--- src/verilog/jfpp_pkg.sv ---
// Package of constants and types for the JTAG flash programming port.
package jfpp_pkg;

   // Flash page geometry.
   localparam int PC_W = 16;
   localparam int WORD_LSB = 0;
   localparam int WORD_MSB = 6;
   localparam int PAGE_LSB = 7;
   localparam int PAGE_MSB = 15;

   // TAP and data register widths.
   localparam int IR_W = 4;
   localparam int PEN_W = 16;
   localparam int CMD_W = 15;
   localparam int BYTE_W = 8;

   // Instruction opcodes.
   localparam logic [3:0] CORE_RESET_INSTR = 4'hC;
   localparam logic [3:0] PROGRAMMING_ENABLE_INSTR = 4'h4;
   localparam logic [3:0] PROGRAMMING_COMMAND_INSTR = 4'h5;
   localparam logic [3:0] PAGE_LOAD_INSTR = 4'h6;
   localparam logic [3:0] PAGE_READ_INSTR = 4'h7;
   localparam logic [3:0] IR_RESET_VAL = 4'hF;

   // Programming enable signature and reset values.
   localparam logic [15:0] PEN_SIGNATURE = 16'hA370;
   localparam logic [15:0] PEN_RESET_VAL = 16'h0000;

   // Chip clocks before the disable bit is cleared under external reset.
   localparam int JTD_CLR_CYCLES = 2;
   // Page buffer write is issued a fixed number of chip clocks after update; well inside 11 TCK.
   localparam int PLOAD_TCK_LIMIT = 11;
   localparam int PLOAD_DELAY = 2;
   // Default reset time-out in chip clocks.
   localparam int RST_TIMEOUT_DEF = 64;

   // TAP controller states, Gray-coded along the DR path.
   typedef enum logic [3:0] {
      JFPP_TLR = 4'h0,
      JFPP_RTI = 4'h1,
      JFPP_SEL_DR = 4'h3,
      JFPP_CAP_DR = 4'h2,
      JFPP_SHF_DR = 4'h6,
      JFPP_EX1_DR = 4'h7,
      JFPP_PAU_DR = 4'h5,
      JFPP_EX2_DR = 4'h4,
      JFPP_UPD_DR = 4'hC,
      JFPP_SEL_IR = 4'hD,
      JFPP_CAP_IR = 4'hF,
      JFPP_SHF_IR = 4'hE,
      JFPP_EX1_IR = 4'hA,
      JFPP_PAU_IR = 4'hB,
      JFPP_EX2_IR = 4'h9,
      JFPP_UPD_IR = 4'h8
   } jfpp_tap_t;

   // Command strobe travelling to the flash controller.
   typedef struct packed {
      logic apply;
      logic exec;
      logic [CMD_W-1:0] cmd;
   } jfpp_cmd_t;

   // Page buffer write request.
   typedef struct packed {
      logic we;
      logic high;
      logic [PC_W-1:0] addr;
      logic [BYTE_W-1:0] data;
   } jfpp_pbuf_t;

endpackage

--- src/verilog/jfpp_port.sv ---
// JTAG flash programming port: TAP, data registers and flash access sequencing.
// Behaviour
// - Word in page is PC bits 6..0, page index is PC bits 15..7.
// - Port works only with fuse programmed and disable bit clear.
// - External reset low clears a set disable bit after two chip clocks.
// - All shift registers shift least significant bit first.
// - Instruction register is four bits wide.
// - Run-Test/Idle generates internal clocks and serves as idle state.
// - Core reset selects one-bit register; TAP itself is not reset.
// - Reset bit holds core in reset unlatched, then time-out follows.
// - Enable instruction selects 16-bit register compared on Update-DR.
// - Signature is A370 hex; enabled only while register equals it.
// - Enable register clears at power-on; programmer clears it on leaving.
// - Command register 15 bits; Capture loads previous result, Shift exchanges.
// - Update-DR applies command; following Run-Test/Idle executes it once.
// - Page load uses low eight command bits as data byte register.
// - Page load update copies byte then writes page buffer within 11 TCK.
// - Page load alternates low then high byte, starting low.
// - Page load pre-increments PC before each low byte except first.
// - Page read captures alternating bytes, low first, on Capture-DR.
// - Page read post-increments PC after every high byte capture.
`timescale 1ns/1ps
`default_nettype none
module jfpp_port
   import jfpp_pkg::*;
#(
   parameter int RST_TIMEOUT = RST_TIMEOUT_DEF
) (
   // Clock and reset.
   input wire logic clk_i,
   input wire logic nrst_i,
   // JTAG pins.
   input wire logic tck_i,
   input wire logic tms_i,
   input wire logic tdi_i,
   output logic tdo_o,
   output logic tdo_oe_o,
   // Fuse, control bit and external reset.
   input wire logic jtag_port_fuse_i,
   input wire logic jtag_disable_set_i,
   input wire logic ext_reset_n_i,
   output logic jtag_disable_bit_o,
   // Core and programming state.
   output logic core_reset_o,
   output logic prog_mode_o,
   // Flash command path.
   output jfpp_pkg::jfpp_cmd_t cmd_o,
   input wire logic [jfpp_pkg::CMD_W-1:0] cmd_result_i,
   // Program counter loaded by commands.
   input wire logic pc_load_i,
   input wire logic [jfpp_pkg::PC_W-1:0] pc_value_i,
   output logic [jfpp_pkg::PC_W-1:0] pc_o,
   // Page buffer and flash read.
   output jfpp_pkg::jfpp_pbuf_t pbuf_o,
   input wire logic [2*jfpp_pkg::BYTE_W-1:0] flash_word_i
);
   import jfpp_pkg::*;

   initial begin
      if (RST_TIMEOUT < 1) begin
         $error("RST_TIMEOUT must be at least one");
      end
   end

   ////////////////////////////////////////////////////////////////////////////
   // Pin synchronisation and TCK edge detection.

   logic [3:0] pin_sync;
   logic tck_s, tms_s, tdi_s, extrst_n_s, tck_d;

   jfpp_sync #(.W(4)) u_sync (
      .clk_i(clk_i),
      .nrst_i(nrst_i),
      .async_i({tck_i, tms_i, tdi_i, ext_reset_n_i}),
      .sync_o(pin_sync)
   );

   assign tck_s = pin_sync[3];
   assign tms_s = pin_sync[2];
   assign tdi_s = pin_sync[1];
   assign extrst_n_s = pin_sync[0];

   wire tck_rise = tck_s & ~tck_d;
   wire tck_fall = ~tck_s & tck_d;

   ////////////////////////////////////////////////////////////////////////////
   // Disable bit and port enable.

   logic [1:0] jtd_cnt;
   wire port_en = jtag_port_fuse_i & ~jtag_disable_bit_o;

   always_ff @(posedge clk_i) begin
      if (!nrst_i) begin
         jtag_disable_bit_o <= 1'b0;
         jtd_cnt <= '0;
      end else if (jtag_disable_set_i) begin
         jtag_disable_bit_o <= 1'b1;
         jtd_cnt <= '0;
      end else if (jtag_disable_bit_o && !extrst_n_s) begin
         if (jtd_cnt == 2'(JTD_CLR_CYCLES - 1)) begin
            jtag_disable_bit_o <= 1'b0;
            jtd_cnt <= '0;
         end else begin
            jtd_cnt <= jtd_cnt + 2'd1;
         end
      end else begin
         jtd_cnt <= '0;
      end
   end

   ////////////////////////////////////////////////////////////////////////////
   // TAP controller, advanced on each sampled TCK rising edge while the port is enabled, held in Test-Logic-Reset otherwise.

   jfpp_tap_t tap, next_tap;

   always_comb begin
      unique case (tap)
         JFPP_TLR: next_tap = tms_s ? JFPP_TLR : JFPP_RTI;
         JFPP_RTI: next_tap = tms_s ? JFPP_SEL_DR : JFPP_RTI;
         JFPP_SEL_DR: next_tap = tms_s ? JFPP_SEL_IR : JFPP_CAP_DR;
         JFPP_CAP_DR: next_tap = tms_s ? JFPP_EX1_DR : JFPP_SHF_DR;
         JFPP_SHF_DR: next_tap = tms_s ? JFPP_EX1_DR : JFPP_SHF_DR;
         JFPP_EX1_DR: next_tap = tms_s ? JFPP_UPD_DR : JFPP_PAU_DR;
         JFPP_PAU_DR: next_tap = tms_s ? JFPP_EX2_DR : JFPP_PAU_DR;
         JFPP_EX2_DR: next_tap = tms_s ? JFPP_UPD_DR : JFPP_SHF_DR;
         JFPP_UPD_DR: next_tap = tms_s ? JFPP_SEL_DR : JFPP_RTI;
         JFPP_SEL_IR: next_tap = tms_s ? JFPP_TLR : JFPP_CAP_IR;
         JFPP_CAP_IR: next_tap = tms_s ? JFPP_EX1_IR : JFPP_SHF_IR;
         JFPP_SHF_IR: next_tap = tms_s ? JFPP_EX1_IR : JFPP_SHF_IR;
         JFPP_EX1_IR: next_tap = tms_s ? JFPP_UPD_IR : JFPP_PAU_IR;
         JFPP_PAU_IR: next_tap = tms_s ? JFPP_EX2_IR : JFPP_PAU_IR;
         JFPP_EX2_IR: next_tap = tms_s ? JFPP_UPD_IR : JFPP_SHF_IR;
         JFPP_UPD_IR: next_tap = tms_s ? JFPP_SEL_DR : JFPP_RTI;
      endcase
   end

   always_ff @(posedge clk_i) begin
      if (!nrst_i) begin
         tck_d <= 1'b0;
         tap <= JFPP_TLR;
      end else begin
         tck_d <= tck_s;
         if (!port_en) begin
            tap <= JFPP_TLR;
         end else if (tck_rise) begin
            tap <= next_tap;
         end
      end
   end

   wire step = port_en & tck_rise;
   wire in_cap_dr = step & (tap == JFPP_CAP_DR);
   wire in_shf_dr = step & (tap == JFPP_SHF_DR);
   wire in_upd_dr = step & (tap == JFPP_UPD_DR);
   wire in_rti = step & (tap == JFPP_RTI);

   ////////////////////////////////////////////////////////////////////////////
   // Instruction register and decode.

   logic [IR_W-1:0] ir, ir_shift;

   always_ff @(posedge clk_i) begin
      if (!nrst_i) begin
         ir <= IR_RESET_VAL;
         ir_shift <= '0;
      end else if (tap == JFPP_TLR) begin
         ir <= IR_RESET_VAL;
      end else if (step) begin
         unique case (tap)
            JFPP_CAP_IR: ir_shift <= 4'h1;
            JFPP_SHF_IR: ir_shift <= {tdi_s, ir_shift[IR_W-1:1]};
            JFPP_UPD_IR: ir <= ir_shift;
            default: ir <= ir;
         endcase
      end
   end

   wire sel_rst = (ir == CORE_RESET_INSTR);
   wire sel_pen = (ir == PROGRAMMING_ENABLE_INSTR);
   wire sel_cmd = (ir == PROGRAMMING_COMMAND_INSTR);
   wire sel_pld = (ir == PAGE_LOAD_INSTR);
   wire sel_prd = (ir == PAGE_READ_INSTR);
   wire ir_upd = step & (tap == JFPP_UPD_IR);

   ////////////////////////////////////////////////////////////////////////////
   // Reset, enable and command data registers.

   logic rst_bit;
   logic [PEN_W-1:0] pen_shift, pen_reg;
   logic [CMD_W-1:0] cmd_shift;
   logic cmd_pending;

   // The reset bit feeds the core reset register without an Update-DR latch, so reset lags it by one chip clock.
   always_ff @(posedge clk_i) begin
      if (!nrst_i) begin
         rst_bit <= 1'b0;
         pen_shift <= '0;
         pen_reg <= PEN_RESET_VAL;
      end else begin
         if (in_shf_dr && sel_rst) begin
            rst_bit <= tdi_s;
         end
         if (in_shf_dr && sel_pen) begin
            pen_shift <= {tdi_s, pen_shift[PEN_W-1:1]};
         end
         if (in_upd_dr && sel_pen) begin
            pen_reg <= pen_shift;
         end
      end
   end

   wire prog_en = (pen_reg == PEN_SIGNATURE);

   ////////////////////////////////////////////////////////////////////////////
   // Page load and read sequencing.

   logic byte_high;
   logic first_byte;
   logic [BYTE_W-1:0] tmp_byte;
   logic [1:0] pld_cnt;
   logic pld_busy;
   wire [PC_W-1:0] pc_inc = pc_o + 16'h0001;

   always_ff @(posedge clk_i) begin
      if (!nrst_i) begin
         cmd_shift <= '0;
         cmd_pending <= 1'b0;
         cmd_o <= '0;
         pc_o <= '0;
         byte_high <= 1'b0;
         first_byte <= 1'b1;
         tmp_byte <= '0;
         pld_cnt <= '0;
         pld_busy <= 1'b0;
         pbuf_o <= '0;
      end else begin
         cmd_o.apply <= 1'b0;
         cmd_o.exec <= 1'b0;
         pbuf_o.we <= 1'b0;
         if (ir_upd) begin
            byte_high <= 1'b0;
            first_byte <= 1'b1;
         end
         if (pc_load_i) begin
            pc_o <= pc_value_i;
         end
         if (in_cap_dr && sel_cmd) begin
            cmd_shift <= cmd_result_i;
         end else if (in_cap_dr && sel_prd && prog_en) begin
            cmd_shift[BYTE_W-1:0] <= byte_high ? flash_word_i[2*BYTE_W-1:BYTE_W]
                                               : flash_word_i[BYTE_W-1:0];
            byte_high <= ~byte_high;
            if (byte_high) begin
               pc_o <= pc_inc;
            end
         end else if (in_shf_dr && sel_cmd) begin
            cmd_shift <= {tdi_s, cmd_shift[CMD_W-1:1]};
         end else if (in_shf_dr && (sel_pld || sel_prd)) begin
            cmd_shift[BYTE_W-1:0] <= {tdi_s, cmd_shift[BYTE_W-1:1]};
         end
         if (in_upd_dr && sel_cmd && prog_en) begin
            cmd_o.cmd <= cmd_shift;
            cmd_o.apply <= 1'b1;
            cmd_pending <= 1'b1;
         end else if (in_rti && cmd_pending) begin
            cmd_o.exec <= 1'b1;
            cmd_pending <= 1'b0;
         end
         if (in_upd_dr && sel_pld && prog_en) begin
            tmp_byte <= cmd_shift[BYTE_W-1:0];
            pld_busy <= 1'b1;
            pld_cnt <= '0;
         end else if (pld_busy) begin
            if (pld_cnt == 2'(PLOAD_DELAY - 1)) begin
               pld_busy <= 1'b0;
               pbuf_o.we <= 1'b1;
               pbuf_o.high <= byte_high;
               pbuf_o.data <= tmp_byte;
               byte_high <= ~byte_high;
               first_byte <= 1'b0;
               if (!byte_high && !first_byte) begin
                  pc_o <= pc_inc;
                  pbuf_o.addr <= pc_inc;
               end else begin
                  pbuf_o.addr <= pc_o;
               end
            end else begin
               pld_cnt <= pld_cnt + 2'd1;
            end
         end
      end
   end

   ////////////////////////////////////////////////////////////////////////////
   // Reset time-out, TDO and mode outputs.

   logic [$clog2(RST_TIMEOUT+1)-1:0] rst_tmo;

   always_ff @(posedge clk_i) begin
      if (!nrst_i) begin
         rst_tmo <= '0;
         core_reset_o <= 1'b0;
         prog_mode_o <= 1'b0;
         tdo_o <= 1'b0;
         tdo_oe_o <= 1'b0;
      end else begin
         if (rst_bit) begin
            rst_tmo <= ($clog2(RST_TIMEOUT+1))'(RST_TIMEOUT);
         end else if (rst_tmo != '0) begin
            rst_tmo <= rst_tmo - 1'b1;
         end
         core_reset_o <= rst_bit | (rst_tmo != '0);
         prog_mode_o <= prog_en;
         if (tck_fall) begin
            tdo_oe_o <= port_en & ((tap == JFPP_SHF_DR) | (tap == JFPP_SHF_IR));
            if (tap == JFPP_SHF_IR) begin
               tdo_o <= ir_shift[0];
            end else if (sel_rst) begin
               tdo_o <= rst_bit;
            end else if (sel_pen) begin
               tdo_o <= pen_shift[0];
            end else begin
               tdo_o <= cmd_shift[0];
            end
         end
      end
   end
endmodule
`default_nettype wire

--- src/verilog/jfpp_sync.sv ---
// Two-flip-flop synchroniser for a group of pin inputs.
`timescale 1ns/1ps
`default_nettype none
module jfpp_sync #(
   parameter int W = 4
) (
   // Clock and reset.
   input wire logic clk_i,
   input wire logic nrst_i,
   // Asynchronous inputs and their synchronised copies.
   input wire logic [W-1:0] async_i,
   output logic [W-1:0] sync_o
);
   logic [W-1:0] meta;

   always_ff @(posedge clk_i) begin
      if (!nrst_i) begin
         meta <= '0;
         sync_o <= '0;
      end else begin
         meta <= async_i;
         sync_o <= meta;
      end
   end
endmodule
`default_nettype wire

--- config.mk ---
export PLATFORM = sky130hd
export DESIGN_NAME = jfpp_port
export DESIGN_NICKNAME = d
export VERILOG_FILES = /design/src/verilog/jfpp_pkg.sv /design/src/verilog/jfpp_port.sv /design/src/verilog/jfpp_sync.sv
export SDC_FILE = /design/constraint.sdc
export NUM_CORES = 1
export LEC_CHECK = 0
export BUFFER_PORTS_ARGS = -buffer_cell sky130_fd_sc_hd__buf_2
export CORE_UTILIZATION = 50
export CTS_CLUSTER_DIAMETER = 30
export DETAILED_ROUTE_END_ITERATION = 8
export PLACE_DENSITY = 0.81
export SETUP_SLACK_MARGIN = 0.4
export SYNTH_ARGS = -nofsm -noshare
export SYNTH_HDL_FRONTEND = slang
export SYNTH_SLANG_ARGS = --single-unit
--- constraint.sdc ---
create_clock -name clk_i -period 2.14 [get_ports clk_i]
set_input_delay 0.321 -clock clk_i [delete_from_list [all_inputs] [get_ports clk_i]]
set_output_delay 0.321 -clock clk_i [all_outputs]
set_load 0.03 [all_outputs]
==> results.cfg <==
[status]
run_status = finished, violations left
failing_checks = setup timing

[global_routing]
grt_pass1_vias = 5983
grt_usage_pct = 26.3
grt_pass1_wl_um = 29600
grt_antenna_before_repair = 0
globalRouteOverflowTotal = 0
maximum_number_of_pins_on_one_net_before_global_route_repair = 53

[clock_tree]
path_clk_slew_ns = 0.06
cts.sinks = 156
clkLatencyLatePin_ns = 0.43
cts_tree = done
clock_tree.htree_level_count = 4
clock_path_buffers = 2
numCtsBuffers = 17
postCtsHoldBufs = 0
cts_root_buffer = sky130_fd_sc_hd__clkbuf_16

[floorplan]
die_width_um = 118
die-area_sq_um = 14000
design.core.area_sq_um = 13200
floorplan.initialDensity_pct = 51.2
ios = 120
die_h_um = 118
rows = 42

[detailed_routing]
wl_met3_um = 1690
route.vias.total = 6708
highest_layer = met4
detail_route.vias_per_cell = 5.96
route.antenna.remaining_nets = 0
remaining_drc_errors = 0
first_iter_violations = 583
met2_wirelength_um = 10600
m1_wl_um = 8620
detail_route.first_pass.iterations = 5
wl_per_cell_um = 19.1
routed_wl_um = 21500

[synthesis]
synth.ff_latch_count = 156
number_of_standard_cells_after_synthesis = 770
most_common_cell_in_the_netlist = sky130_fd_sc_hd__dfxtp_1
top_cell_types_by_occurrence_after_synthesis = sky130_fd_sc_hd__dfxtp_1 (156), sky130_fd_sc_hd__nor2_1 (109), sky130_fd_sc_hd__nand2_1 (79)
mappedNetlistArea_sq_um = 6770
ys.flop_type = sky130_fd_sc_hd__dfxtp_1
syn_area_per_cell_sq_um = 8.80
synthTopCellsByArea = sky130_fd_sc_hd__dfxtp_1 (46%), sky130_fd_sc_hd__mux2i_1 (9.0%), sky130_fd_sc_hd__nor2_1 (6.0%)
sequential_share_of_the_synthesized_area_pct = 46.1
synth_enable_flop_cells = 0
synth.largest_area_cell = sky130_fd_sc_hd__dfxtp_1
post_synth_num_cell_types = 57
synth_top_area_share_pct = 46.1
synth_net_count = 830
synth.yosys.warnings = 0
ys_async_sr_fraction_pct = 0

[layout]
largest_register = pbuf_o
synthToLayoutAreaGrowth_pct = 39.5
finalCoreUtilization_pct = 71.4
num_antenna_cells = 0
drive_above_1_share_pct = 39.2
layout_top_registers = pbuf_o: 26 flops, cmd_o: 17 flops
design.final.nets = 996
largest_register_ff_count = 26

[timing]
setup_tns_ns = -0.322
relSlewSlack_pct = 59.7
worst_pin_slew_ns = 0.604
finalWorstPathRequiredPeriod_ns = 2.26
report.final.slew_viol_count = 0
achievable-frequency_mhz = 442
setup_ws_ns = -0.124
grt_setup_unrepaired = true
hold_ws_ns = 0.0987
timing.final.hold_violations = 0
setup_violations = 7
finalCritPeriodShare_pct = 106
fin_worst_skew_ns = 0.00893

[placement]
placement.io_buffers = 119
place_hpwl_um = 11000
routabilityCongestion = 0.845

[worst_hold_path]
min-delay-path-class = primary input to flop
hold_path_cells = 2

[power_and_ir_drop]
portion_of_total_power_attributed_to_combinational_logic_pct = 9.5
worst_voltage_drop_across_the_vdd_grid_mv = 0.630
clockPowerShare_pct = 43.5
pwr_density_cell_nw_per_um2 = 695
p_leak_nw = 3.80
switching_share_pct = 25.3
power_frac_seq_pct = 47.0
p_int_mw = 4.91
net-switching-power_mw = 1.66

[flow_run]
timing.max_cap.violations = 0

[critical_path]
critical_path_arrival_ns = 2.59
crit_required_ns = 2.47
worst_setup_path_end_kind = flop
crit_fanout = 6
critPathLaunchType = flop
r2r_cells = 9
setup.worst_path.class = flop to flop
## worst paths after layout
check / from / end / slack (ns)
max: pld_cnt[1] / pc_o[12] / -0.12
min: tck_i / u_sync.meta[3] / 0.1
max reg2reg: pld_cnt[1] / pc_o[12] / -0.12
min reg2reg: jtd_cnt[0] / jtd_cnt[0] / 0.42
## cell usage in the layout, fill, tap and decap left out, drive strengths merged, types with 13 or more instances in the layout
cell,n
a31oi,15
clkbuf,26
nor3,13
or3,18
buf,197
xnor2,15
nor2,109
nand3,26
dfxtp,156
mux2i,61
a211oi,24
a21oi,50
o21ai,20
inv,16
nand2,79
## through the flow
stage	cells	power, mW	setup WS [ns]	area [sq um]
after floorplan	770	3.53	0.0337	6930
after global placement	1048	3.67	0.0966	7750
after detailed placement	1048	3.69	0.00694	7750
after CTS	1109	6.51	0.0103	8860
after global routing	1125	6.79	-0.197	9450
final	1125	6.57	-0.124	9450
## critical path: stages (launching register included)
cell and delay [ns]:
sky130_fd_sc_hd__dfxtp_1 0.32, sky130_fd_sc_hd__inv_1 0.06, sky130_fd_sc_hd__ha_1 0.27, sky130_fd_sc_hd__nand2_1 0.17, sky130_fd_sc_hd__nor2_2 0.30, sky130_fd_sc_hd__a22oi_4 0.16, sky130_fd_sc_hd__buf_6 0.14, sky130_fd_sc_hd__buf_6 0.12
sky130_fd_sc_hd__or3_1 0.35, sky130_fd_sc_hd__a31oi_1 0.28
## what timing repair did
action	in CTS	in global routing
buffers inserted	23	11
resized for setup	84	117
setup endpoints to repair	99	132
pin swaps	31	47
cloned	6	5
endpoints found under the hold margin	0	0
## power groups by stage
stage               Clock, mW  Combinational (mW)  Sequential, mW
global route             3.01               0.684            3.10
CTS                      2.86               0.571            3.08
finish                   2.86               0.626            3.09
detailed placement          0               0.545            3.14
global placement            0               0.535            3.14
floorplan                   0               0.369            3.17
## cells by family (layout without fill, tap and decap cells)
group | count (synthesis) | in the layout | synth area share (%)
buf+inv | 67 | 245 | 4.08
simple gates | 307 | 308 | 21.8
flops | 156 | 156 | 46.1
fa+ha+maj | 4 | 4 | 0.739
xor+xnor | 21 | 21 | 2.72
mux | 73 | 73 | 11.0
compound gates | 142 | 142 | 13.6
## layout make-up
type,instances,area [sq um]
tap,176,220
multi-input combinational,548,4040
timing repair buffer,199,1440
inverter,14,53.8
clock buffer,24,462
fill,888,3790
sequential,156,3150
clock inverter,8,85.1
## layer usage
layer | track usage, % | up-vias
li1 | - | 3062
met1 | 33.9 | 3199
met2 | 44.0 | 382
met3 | 5.89 | 65
met4 | 7.75 | 0
met5 | 0 | -
No activity file was read; power rests on OpenSTA's default activity.
